<file path="src/shared/prc_pkg.sv">
// Package for the pin reset and power control block: register offsets,
// field positions, reset values and timing counts.
// Assumes a 10 MHz system clock and a slow RC clock on a separate pin.
//
// Summary of operation
// Pin polarity bit 7: 0 low, 1 high
// Polarity affects pin source only, not pad
// Select 0 off, 1..C pick pins 0..11
// Delay equals time field times 4096 ticks
// Time field zero disables pin reset timer
// Time field resets to 0x18
// Pin held active full delay; restart otherwise
// Refresh interval field times 2 ms, reset 0x80
// Bit 15 selects manual or automatic switch
// Manual: bit 2 opens or closes switch
// Low regulator mode field decodes four modes
// High rail monitor: nohyst, level, disable bits
// Low rail monitor: nohyst, level, disable bits
// Charge pump off, core off, core retain
// Bit 7 forces regulator references to hold
// Bit 0 enables crystal dc block, reset 1
// Current trim 4:2 reset 5; amplitude 7:5
// Bit 1 keeps amplitude detector bias alive
// Fields are read/write and act immediately
package prc_pkg;

   // -------------------------------------------------------------
   // Register offsets
   // -------------------------------------------------------------
   localparam logic [31:0] ADDR_CRYSTAL = 32'h5000_0038;
   localparam logic [31:0] ADDR_PIN_CFG = 32'h5000_0040;
   localparam logic [31:0] ADDR_TIMER   = 32'h5000_0042;
   localparam logic [31:0] ADDR_SLEEP   = 32'h5000_0050;
   localparam logic [31:0] ADDR_POWER   = 32'h5000_0052;

   // -------------------------------------------------------------
   // Reset values
   // -------------------------------------------------------------
   localparam logic [9:0]  RST_CRYSTAL = 10'h015;
   localparam logic [7:0]  RST_PIN_CFG = 8'h00;
   localparam logic [6:0]  RST_TIMER   = 7'h18;
   localparam logic [11:0] RST_SLEEP   = 12'h080;
   localparam logic [15:0] RST_POWER   = 16'h4000;

   // -------------------------------------------------------------
   // Field positions
   // -------------------------------------------------------------
   localparam int XT_DCBLOCK   = 0;
   localparam int XT_BIAS_KEEP = 1;
   localparam int XT_CUR_LO    = 2;
   localparam int XT_AMP_LO    = 5;
   localparam int PIN_POL      = 7;
   localparam int PW_AUTO      = 15;
   localparam int PW_HI_NOHYST = 14;
   localparam int PW_HI_LEVEL  = 13;
   localparam int PW_HI_OFF    = 12;
   localparam int PW_LO_NOHYST = 11;
   localparam int PW_LO_LEVEL  = 10;
   localparam int PW_LO_OFF    = 9;
   localparam int PW_CP_OFF    = 8;
   localparam int PW_VREF_HOLD = 7;
   localparam int PW_LDO_LO    = 5;
   localparam int PW_CORE_OFF  = 4;
   localparam int PW_RETAIN    = 3;
   localparam int PW_SWITCH    = 2;
   localparam int PW_HI_OK_EN  = 1;
   localparam int PW_HI_NOK_EN = 0;

   // -------------------------------------------------------------
   // Pin selection codes and low regulator modes
   // -------------------------------------------------------------
   localparam logic [3:0] SEL_OFF   = 4'h0;
   localparam logic [3:0] SEL_FIRST = 4'h1;
   localparam logic [3:0] SEL_LAST  = 4'hC;
   localparam int         NUM_PINS  = 12;

   typedef enum logic [1:0] {
      PRC_LDO_HI_OFF = 2'b00,
      PRC_LDO_OFF    = 2'b01,
      PRC_LDO_LO_LO  = 2'b10,
      PRC_LDO_HI_LO  = 2'b11
   } prc_ldo_mode_t;

   // -------------------------------------------------------------
   // Timing
   // -------------------------------------------------------------
   localparam int TICKS_PER_UNIT  = 4096;  // Slow clock periods per unit
   localparam int REFRESH_UNIT_MS = 2;
   localparam int SYS_CLK_HZ      = 10_000_000;
   localparam int SLOW_CLK_HZ     = 32_000;
   // Slow clock periods in one refresh unit, rounded down
   localparam int REFRESH_UNIT_TICKS =
      (SLOW_CLK_HZ * REFRESH_UNIT_MS) / 1000;

endpackage

</file>
<file path="src/hdl/prc_top.sv">
// Pin reset and power control: register file, pin reset timer,
// sleep refresh pacing and decoded power control outputs.
// Assumes a 10 MHz clk_sys, a free running slow RC clock arriving as
// a plain pin, and a simple strobe register port.
`timescale 1ns/100ps
module prc_top #(
   parameter int NUM_PINS     = prc_pkg::NUM_PINS,
   parameter int TICKS_UNIT   = prc_pkg::TICKS_PER_UNIT,
   parameter int REFRESH_TICK = prc_pkg::REFRESH_UNIT_TICKS
) (
   input  wire logic                clk_sys,
   input  wire logic                rst_n,
   // Register port
   input  wire logic [31:0]         reg_addr,
   input  wire logic [15:0]         reg_wdata,
   input  wire logic                reg_wr,
   input  wire logic                reg_rd,
   output logic      [15:0]         reg_rdata,
   // Pins
   input  wire logic [NUM_PINS-1:0] port0_pin,
   input  wire logic                reset_pad_n,
   input  wire logic                slow_rc_clock,
   // Reset outputs
   output logic                     power_on_reset_event,
   output logic                     pad_reset,
   // Periodic bandgap refresh
   output logic                     reference_refresh,
   // Power controls
   output logic                     rail_switch_auto,
   output logic                     rail_switch_closed,
   output logic                     high_rail_monitor_nohyst,
   output logic                     high_rail_monitor_level,
   output logic                     high_rail_monitor_off,
   output logic                     low_rail_monitor_nohyst,
   output logic                     low_rail_monitor_level,
   output logic                     low_rail_monitor_off,
   output logic                     charge_pump_off,
   output logic                     core_regulator_off,
   output logic                     core_regulator_retain,
   output logic                     reference_hold_force,
   output logic                     high_ok_cmp_enable,
   output logic                     high_nok_cmp_enable,
   input  wire logic                sleep_mode,
   output logic                     low_regulator_on,
   output logic                     low_regulator_high_current,
   // Crystal controls
   output logic                     crystal_dcblock_enable,
   output logic                     amplitude_bias_keep,
   output logic      [2:0]          crystal_current_trim,
   output logic      [2:0]          crystal_amplitude_trim
);

   // ----------------------------------------------------------
   // Declarations
   // ----------------------------------------------------------
   localparam int UNIT_W = $clog2(TICKS_UNIT + 1);
   localparam int REF_W  = $clog2(REFRESH_TICK + 1);

   logic [9:0]  crystal_core_control;
   logic [7:0]  reset_pin_config;
   logic [6:0]  reset_hold_timer;
   logic [11:0] sleep_refresh_config;
   logic [15:0] power_supply_control;
   logic [9:0]  next_crystal;
   logic [7:0]  next_pin_cfg;
   logic [6:0]  next_timer;
   logic [11:0] next_sleep;
   logic [15:0] next_power;
   logic [15:0] next_rdata;

   logic [NUM_PINS-1:0] pins_s;
   logic                pad_n_s;
   logic                slow_s;
   logic                slow_q;
   logic                next_slow_q;
   logic                slow_tick;

   logic              pin_active;
   logic [UNIT_W-1:0] unit_cnt;
   logic [UNIT_W-1:0] next_unit_cnt;
   logic [6:0]        unit_done;
   logic [6:0]        next_unit_done;
   logic              next_por;

   logic [REF_W-1:0] ref_tick_cnt;
   logic [REF_W-1:0] next_ref_tick_cnt;
   logic [11:0]      ref_units;
   logic [11:0]      next_ref_units;
   logic             next_refresh;

   // Select field maps to one pin, or none for off and reserved codes
   function automatic logic pick_pin(input logic [3:0] sel,
                                     input logic [NUM_PINS-1:0] pins);
      logic hit;
      hit = 1'b0;
      if (sel >= prc_pkg::SEL_FIRST && sel <= prc_pkg::SEL_LAST) begin
         hit = pins[sel - prc_pkg::SEL_FIRST];
      end
      return hit;
   endfunction

   // ----------------------------------------------------------
   // Input synchronisers
   // ----------------------------------------------------------
   prc_sync #(
      .WIDTH (NUM_PINS + 2)
   ) u_sync (
      .clk_sys  (clk_sys),
      .rst_n    (rst_n),
      .async_in ({port0_pin, reset_pad_n, slow_rc_clock}),
      .sync_out ({pins_s, pad_n_s, slow_s})
   );

   // ----------------------------------------------------------
   // Register file
   // ----------------------------------------------------------
   // Writes land on the next edge and steer outputs at once
   always_comb begin
      next_crystal = crystal_core_control;
      next_pin_cfg = reset_pin_config;
      next_timer   = reset_hold_timer;
      next_sleep   = sleep_refresh_config;
      next_power   = power_supply_control;
      next_rdata   = 16'h0000;
      if (reg_wr) begin
         if (reg_addr == prc_pkg::ADDR_CRYSTAL) begin
            next_crystal = reg_wdata[9:0];
         end else if (reg_addr == prc_pkg::ADDR_PIN_CFG) begin
            next_pin_cfg = reg_wdata[7:0];
         end else if (reg_addr == prc_pkg::ADDR_TIMER) begin
            next_timer = reg_wdata[6:0];
         end else if (reg_addr == prc_pkg::ADDR_SLEEP) begin
            next_sleep = reg_wdata[11:0];
         end else if (reg_addr == prc_pkg::ADDR_POWER) begin
            next_power = reg_wdata;
         end
      end
      // Unmapped addresses read as zero
      if (reg_rd) begin
         if (reg_addr == prc_pkg::ADDR_CRYSTAL) begin
            next_rdata = {6'h00, crystal_core_control};
         end else if (reg_addr == prc_pkg::ADDR_PIN_CFG) begin
            next_rdata = {8'h00, reset_pin_config};
         end else if (reg_addr == prc_pkg::ADDR_TIMER) begin
            next_rdata = {9'h000, reset_hold_timer};
         end else if (reg_addr == prc_pkg::ADDR_SLEEP) begin
            next_rdata = {4'h0, sleep_refresh_config};
         end else if (reg_addr == prc_pkg::ADDR_POWER) begin
            next_rdata = power_supply_control;
         end
      end
      if (!rst_n) begin
         next_crystal = prc_pkg::RST_CRYSTAL;
         next_pin_cfg = prc_pkg::RST_PIN_CFG;
         next_timer   = prc_pkg::RST_TIMER;
         next_sleep   = prc_pkg::RST_SLEEP;
         next_power   = prc_pkg::RST_POWER;
         next_rdata   = 16'h0000;
      end
   end

   // Register file storage
   always_ff @(posedge clk_sys) begin
      crystal_core_control <= next_crystal;
      reset_pin_config     <= next_pin_cfg;
      reset_hold_timer     <= next_timer;
      sleep_refresh_config <= next_sleep;
      power_supply_control <= next_power;
      reg_rdata            <= next_rdata;
   end

   // ----------------------------------------------------------
   // Slow clock edge detect
   // ----------------------------------------------------------
   // Sampled as a level; 10 MHz is far above 32 kHz so no tick is lost
   assign slow_tick = slow_s & ~slow_q;

   always_comb begin
      next_slow_q = slow_s;
      if (!rst_n) begin
         next_slow_q = 1'b0;
      end
   end

   always_ff @(posedge clk_sys) begin
      slow_q <= next_slow_q;
   end

   // ----------------------------------------------------------
   // Pin reset timer
   // ----------------------------------------------------------
   // Polarity bit flips the selected pin only; the pad never sees it
   assign pin_active = pick_pin(reset_pin_config[3:0], pins_s)
                       ^ ~reset_pin_config[prc_pkg::PIN_POL];

   // Counts whole units of 4096 slow ticks while the pin stays active.
   // The reset fires once per hold and stays until the pin is released, the time field is zeroed or the select goes off.
   always_comb begin
      next_unit_cnt  = unit_cnt;
      next_unit_done = unit_done;
      next_por       = power_on_reset_event;
      if (!pin_active || reset_hold_timer == 7'h00 ||
          reset_pin_config[3:0] == prc_pkg::SEL_OFF) begin
         next_unit_cnt  = '0;
         next_unit_done = 7'h00;
         next_por       = 1'b0;
      end else if (unit_done >= reset_hold_timer) begin
         next_por = 1'b1;
      end else if (slow_tick) begin
         if (unit_cnt == UNIT_W'(TICKS_UNIT - 1)) begin
            next_unit_cnt  = '0;
            next_unit_done = unit_done + 7'h01;
         end else begin
            next_unit_cnt = unit_cnt + UNIT_W'(1);
         end
      end
      if (!rst_n) begin
         next_unit_cnt  = '0;
         next_unit_done = 7'h00;
         next_por       = 1'b0;
      end
   end

   always_ff @(posedge clk_sys) begin
      unit_cnt             <= next_unit_cnt;
      unit_done            <= next_unit_done;
      power_on_reset_event <= next_por;
   end

   // ----------------------------------------------------------
   // Bandgap refresh pacing
   // ----------------------------------------------------------
   // One pulse every field x 2 ms; a zero field stops the pulses
   always_comb begin
      next_ref_tick_cnt = ref_tick_cnt;
      next_ref_units    = ref_units;
      next_refresh      = 1'b0;
      if (slow_tick) begin
         if (ref_tick_cnt == REF_W'(REFRESH_TICK - 1)) begin
            next_ref_tick_cnt = '0;
            if (ref_units + 12'h001 >= sleep_refresh_config) begin
               next_ref_units = 12'h000;
               next_refresh   = (sleep_refresh_config != 12'h000);
            end else begin
               next_ref_units = ref_units + 12'h001;
            end
         end else begin
            next_ref_tick_cnt = ref_tick_cnt + REF_W'(1);
         end
      end
      if (!rst_n) begin
         next_ref_tick_cnt = '0;
         next_ref_units    = 12'h000;
         next_refresh      = 1'b0;
      end
   end

   always_ff @(posedge clk_sys) begin
      ref_tick_cnt      <= next_ref_tick_cnt;
      ref_units         <= next_ref_units;
      reference_refresh <= next_refresh;
   end

   // ----------------------------------------------------------
   // Decoded control outputs
   // ----------------------------------------------------------
   // Dedicated pad keeps its fixed active low sense
   assign pad_reset = ~pad_n_s;

   // Manual switch follows bit 2; auto hands it to the boost logic
   assign rail_switch_auto   = power_supply_control[prc_pkg::PW_AUTO];
   assign rail_switch_closed = ~power_supply_control[prc_pkg::PW_AUTO]
                               & power_supply_control[prc_pkg::PW_SWITCH];
   assign high_rail_monitor_nohyst =
      power_supply_control[prc_pkg::PW_HI_NOHYST];
   assign high_rail_monitor_level  =
      power_supply_control[prc_pkg::PW_HI_LEVEL];
   assign high_rail_monitor_off    =
      power_supply_control[prc_pkg::PW_HI_OFF];
   assign low_rail_monitor_nohyst  =
      power_supply_control[prc_pkg::PW_LO_NOHYST];
   assign low_rail_monitor_level   =
      power_supply_control[prc_pkg::PW_LO_LEVEL];
   assign low_rail_monitor_off     =
      power_supply_control[prc_pkg::PW_LO_OFF];
   assign charge_pump_off       =
      power_supply_control[prc_pkg::PW_CP_OFF];
   assign core_regulator_off    =
      power_supply_control[prc_pkg::PW_CORE_OFF];
   assign core_regulator_retain =
      power_supply_control[prc_pkg::PW_RETAIN];
   assign reference_hold_force  =
      power_supply_control[prc_pkg::PW_VREF_HOLD];
   assign high_ok_cmp_enable    = power_supply_control[prc_pkg::PW_HI_OK_EN];
   assign high_nok_cmp_enable   =
      power_supply_control[prc_pkg::PW_HI_NOK_EN];

   // Low regulator mode against the present sleep state
   always_comb begin
      low_regulator_on           = 1'b0;
      low_regulator_high_current = 1'b0;
      case (prc_pkg::prc_ldo_mode_t'(
            power_supply_control[prc_pkg::PW_LDO_LO +: 2]))
         prc_pkg::PRC_LDO_HI_OFF: begin
            low_regulator_on           = ~sleep_mode;
            low_regulator_high_current = ~sleep_mode;
         end
         prc_pkg::PRC_LDO_OFF: begin
            low_regulator_on = 1'b0;
         end
         prc_pkg::PRC_LDO_LO_LO: begin
            low_regulator_on = 1'b1;
         end
         default: begin
            low_regulator_on           = 1'b1;
            low_regulator_high_current = ~sleep_mode;
         end
      endcase
   end

   // Crystal core fields
   assign crystal_dcblock_enable =
      crystal_core_control[prc_pkg::XT_DCBLOCK];
   assign amplitude_bias_keep    =
      crystal_core_control[prc_pkg::XT_BIAS_KEEP];
   assign crystal_current_trim   =
      crystal_core_control[prc_pkg::XT_CUR_LO +: 3];
   assign crystal_amplitude_trim =
      crystal_core_control[prc_pkg::XT_AMP_LO +: 3];

endmodule

</file>
<file path="src/hdl/prc_sync.sv">
// Two-flop synchroniser for a bus of asynchronous levels.
// Assumes inputs are quasi-static levels from pins or another clock.
`timescale 1ns/100ps
module prc_sync #(
   parameter int WIDTH = 1
) (
   input  wire logic             clk_sys,
   input  wire logic             rst_n,
   input  wire logic [WIDTH-1:0] async_in,
   output logic      [WIDTH-1:0] sync_out
);

   logic [WIDTH-1:0] stage1;
   logic [WIDTH-1:0] next_stage1;
   logic [WIDTH-1:0] next_sync_out;

   // ----------------------------------------------------------
   // Next values
   // ----------------------------------------------------------
   // First stage is read only by the second stage
   always_comb begin
      next_stage1   = async_in;
      next_sync_out = stage1;
      if (!rst_n) begin
         next_stage1   = '0;
         next_sync_out = '0;
      end
   end

   // Registers
   always_ff @(posedge clk_sys) begin
      stage1   <= next_stage1;
      sync_out <= next_sync_out;
   end

endmodule

</file>
<file path="config.mk">
export PLATFORM = sky130hd
export DESIGN_NAME = prc_top
export DESIGN_NICKNAME = d
export VERILOG_FILES = /design/src/shared/prc_pkg.sv /design/src/hdl/prc_top.sv /design/src/hdl/prc_sync.sv
export SDC_FILE = /design/constraint.sdc
export NUM_CORES = 1
export LEC_CHECK = 0
export BUFFER_PORTS_ARGS = -buffer_cell sky130_fd_sc_hd__buf_2
export CORE_ASPECT_RATIO = 1.25
export CORE_MARGIN = 4
export CORE_UTILIZATION = 40
export CTS_BUF_LIST = sky130_fd_sc_hd__clkbuf_8
export CTS_CLUSTER_SIZE = 10
export DETAILED_ROUTE_END_ITERATION = 10
export MAX_ROUTING_LAYER = met4
export SYNTH_ARGS = -nofsm -noshare
export SYNTH_HDL_FRONTEND = slang
export SYNTH_SLANG_ARGS = --single-unit
</file>
<file path="constraint.sdc">
create_clock -name clk_sys -period 2.85 [get_ports clk_sys]
set_clock_uncertainty 0.1 [all_clocks]
set_input_delay 0.1425 -clock clk_sys [delete_from_list [all_inputs] [get_ports clk_sys]]
set_output_delay 0.1425 -clock clk_sys [all_outputs]
set_load 0.02 [all_outputs]
</file>
==> summary.md <==
| Metric | Value |
|---|---|
| CP most frequent cell | ha_1 |
| Final setup margin | 75.0 ps |
| Worst r2r src | ref_units[0]$_SDFFE_PN0P_ |
| Routability cong. | 0.846 |
| Yosys reg bits | 139 |
| Syn avg cell area | 9.01 sq um |
| Final ANT Viol Nets | 0 |
| Num ports | 110 |
| Final hold slack | 74.5 ps |
| Sequential cell area fraction in the yosys report | 0.436 |
| Layout area overhead | 23.2% |
| Pre-CTS WS | 19.0 ps |
| Hold Path Origin | reg_rd |
| Finish-stage setup viols | 0 |
| Synth area leaders | dfxtp_1 44%, ha_1 5.3%, nand3_1 4.7%, nand2_1 3.9%, and2_1 3.5% |
| Post-synthesis cell type count | 62 |
| Setup tns final | 0 ps |
| Vias per inst | 5.22 |
| Initial antenna violation count | 0 |
| HPWL after detailed placement | 11.8 mm |
| First-pass GRT wire length | 27.1 mm |
| Critical path, cell by cell | ha_1 > and3_1 > and3_2 > xor2_1 > ha_1 > a21o_1 > a221o_1 > a21oi_4 > buf_6 > nand2_1 > o21ai_0 |
| Max clock buf depth | 2 |
| Critical Path RT | 3120 ps |
| Syn_nets | 802 |
| Slew HR | 0.408 |
| Status | finished clean |
| Final net count | 931 |
| CTS clk-pin slew, worst paths | 80 ps |
| Measured slew at the worst slew-check pin | 888 ps |
| Warnings from Yosys | 0 |
| Min-Delay Path Depth | 3 |
| Post-synth top area cell | dfxtp_1 |
| Die Wd | 121 microns |
| Flop2flop setup slack | 80 ps |
| H-Tree Depth | 4 |
| Slowest CP cell | a221o_1 |
| Die H | 149 microns |
| Post-synth ARST share | 0 |
| Worst skew pair latency | 450 ps |
| HP Class | input pin to flop |
| Max-cap violations | 0 |
| Largest net degree at the start of global routing | 81 |
| WL per Instance | 15.6 microns |
| Drt first pass iters | 5 |
| Slew Viols, Final | 0 |
| Root buffer cell | clkbuf_8 |
| Final instance area | 0.00786 sq mm |
| DRC Markers | 0 |
| CP Launch Type | flop |
| LEAKAGE | 3.26 nW |
| Main synth FF type | dfxtp_1 |
| ANT cells | 0 |
| Min cycle time layout | 2770 ps |
| Setup Crit Path Kind | flop to flop |
| Final Cycle Share | 0.974 |
| Routed WL | 16.5 mm |
| CP endpoint kind | flop |
| Share of cells above drive strength 1 | 0.224 |
| EDFF count, synth | 0 |
| GRT Overall Usage | 0.192 |
| Core Footprint | 0.0156 sq mm |
| Maximum vdd ir drop | 313 uV |
| Final Util | 0.503 |
| Pwr dens | 495 mW/mm^2 |
| Peak Freq | 0.360 GHz |
| Worst r2r dst | ref_units[1]$_SDFFE_PN0P_ |
| Most numerous cell in the Yosys netlist | dfxtp_1 |
| Placed Area | 0.00704 sq mm |
| Critical path arrival | 3050 ps |
| Global route total overflow | 0 |
| R2r worst-path depth | 11 |
| Worst hold endpoint | reg_rdata[0]$_SDFF_PN0_ |
| Crit path max fanout | 6 |
| Die ar. | 0.0180 sq mm |
| PortBufs | 109 |
| Vias | 5548 |
| Core Rows | 51 |
| Clk sinks | 139 |
| Num CTS Buffers | 17 |
| TritonCTS clock tree | built |
| Proportion of netlist area held by the largest area contributor | 0.436 |
| Initial core utilization | 0.408 |
| Fillcell total | 1481 |
| Crit path largest cell delay | 380 ps |
| Cell Area, Synth | 0.00638 sq mm |
| Synth top cells by count | 139 x dfxtp_1, 66 x nand2_1, 60 x nand3_1, 43 x nor2_1 |
| Number of hold violations in the final report | 0 |
| Syn Inst Count | 708 |
| Initial drt markers | 309 |
| Vias in the first global route | 5465 |
-- final cells by class --
cell class | count | area (sq um) | share of cell area
inverter | 31 | 116 | 0.0148
timing repair buffer | 156 | 1000 | 0.127
tap | 212 | 265 | 0.0337
clock buffer | 18 | 248 | 0.0315
sequential | 139 | 2790 | 0.354
clock inverter | 14 | 185 | 0.0236
multi-input combinational | 492 | 3260 | 0.415
-- through the flow --
stage | power (mW) | cells
6_report | 3.89 | 1062
5_1_grt | 4.04 | 1062
4_1_cts | 3.93 | 1058
3_5_place_dp | 2.17 | 994
3_3_place_gp | 2.16 | 994
2_1_floorplan | 2.09 | 708
-- critical path: cells and delay by family (launching register included) --
family	cells	cell delay [ps]
AOI/OAI and AO/OA	4	870
adders and majority gates	2	540
and+or+nand+nor	3	540
DFF	1	360
xor gates and xnor gates	1	150
buffers and inverters	1	150
-- flip-flops by register name (all words and copies together) (netlist names), 8 cells and up --
signal and cells:
ref_units 12, u_sync.stage1 14, reset_pin_config 8, reg_rdata 16, sleep_refresh_config 12, power_supply_control 16
crystal_core_control 10, unit_cnt 13, u_sync.sync_out 14
-- repair_timing --
item                                    in CTS  in global routing
pin swaps                                    0                  2
endpoints found under the setup margin       1                 12
gates resized for setup                      1                 15
endpoints found under the hold margin       67                  0
gates cloned                                 0                  1
setup buffers                                0                  3
hold buffers                                32                  0
-- cell families after synthesis --
kind of cell / Yosys count / share of synthesized area
adder cells (fa/ha/maj): 27 / 0.0530
buffers and inverters: 77 / 0.0569
flip-flops: 139 / 0.436
XOR/XNOR: 29 / 0.0398
AND/OR/NAND/NOR: 300 / 0.256
AO/OA/AOI/OAI: 112 / 0.113
multiplexers: 24 / 0.0457
-- layer usage --
metal | part of all wire | GRT usage | vias to the layer above
met3 | 0.039 | 0.0307 | 32
met2 | 0.51 | 0.322 | 142
met1 | 0.43 | 0.231 | 2632
li1 | - | - | 2742
met5 | 0 | - | -
met4 | 0.022 | 0.0754 | 0
-- power by group --
| group | switching (mW) | total [mW] | internal (mW) | leakage, nW |
|---|---|---|---|---|
| logic | 0.0967 | 0.188 | 0.0917 | 1.92 |
| registers | 0.00495 | 1.96 | 1.96 | 1.13 |
| clock network | 0.826 | 1.73 | 0.909 | 0.220 |
-- worst max-delay path by stage --
| stage | startpoint | end | slack (ps) | cells past startpoint |
|---|---|---|---|---|
| after global placement | ref_units[0]$_SDFFE_PN0P_ | ref_units[5]$_SDFFE_PN0P_ | 140 | 11 |
| after detailed placement | ref_units[0]$_SDFFE_PN0P_ | ref_units[0]$_SDFFE_PN0P_ | 20 | 11 |
| final | ref_units[0]$_SDFFE_PN0P_ | ref_units[1]$_SDFFE_PN0P_ | 80 | 11 |
| after CTS | ref_units[0]$_SDFFE_PN0P_ | ref_units[0]$_SDFFE_PN0P_ | 0.2 | 11 |
| after global routing | ref_units[0]$_SDFFE_PN0P_ | ref_units[11]$_SDFFE_PN0P_ | -8 | 11 |
| after floorplan | ref_units[0]$_SDFFE_PN0P_ | ref_units[5]$_SDFFE_PN0P_ | 190 | 11 |
-- cell usage in the layout (no fill, tap or decap), drive strengths merged, types with 18 or more instances in the layout --
cell | synthesis | routed
and2 | 36 | 36
buf | 22 | 124
clkbuf | 24 | 18
dfxtp | 139 | 139
dlygate4sd3 | 0 | 32
ha | 27 | 27
inv | 31 | 35
mux2i | 19 | 19
nand2 | 67 | 67
nand3 | 60 | 60
nor2 | 43 | 43
nor3 | 22 | 22
nor4 | 21 | 21
o21ai | 54 | 54
xnor2 | 22 | 22
Power figures use the tool's default switching activity.
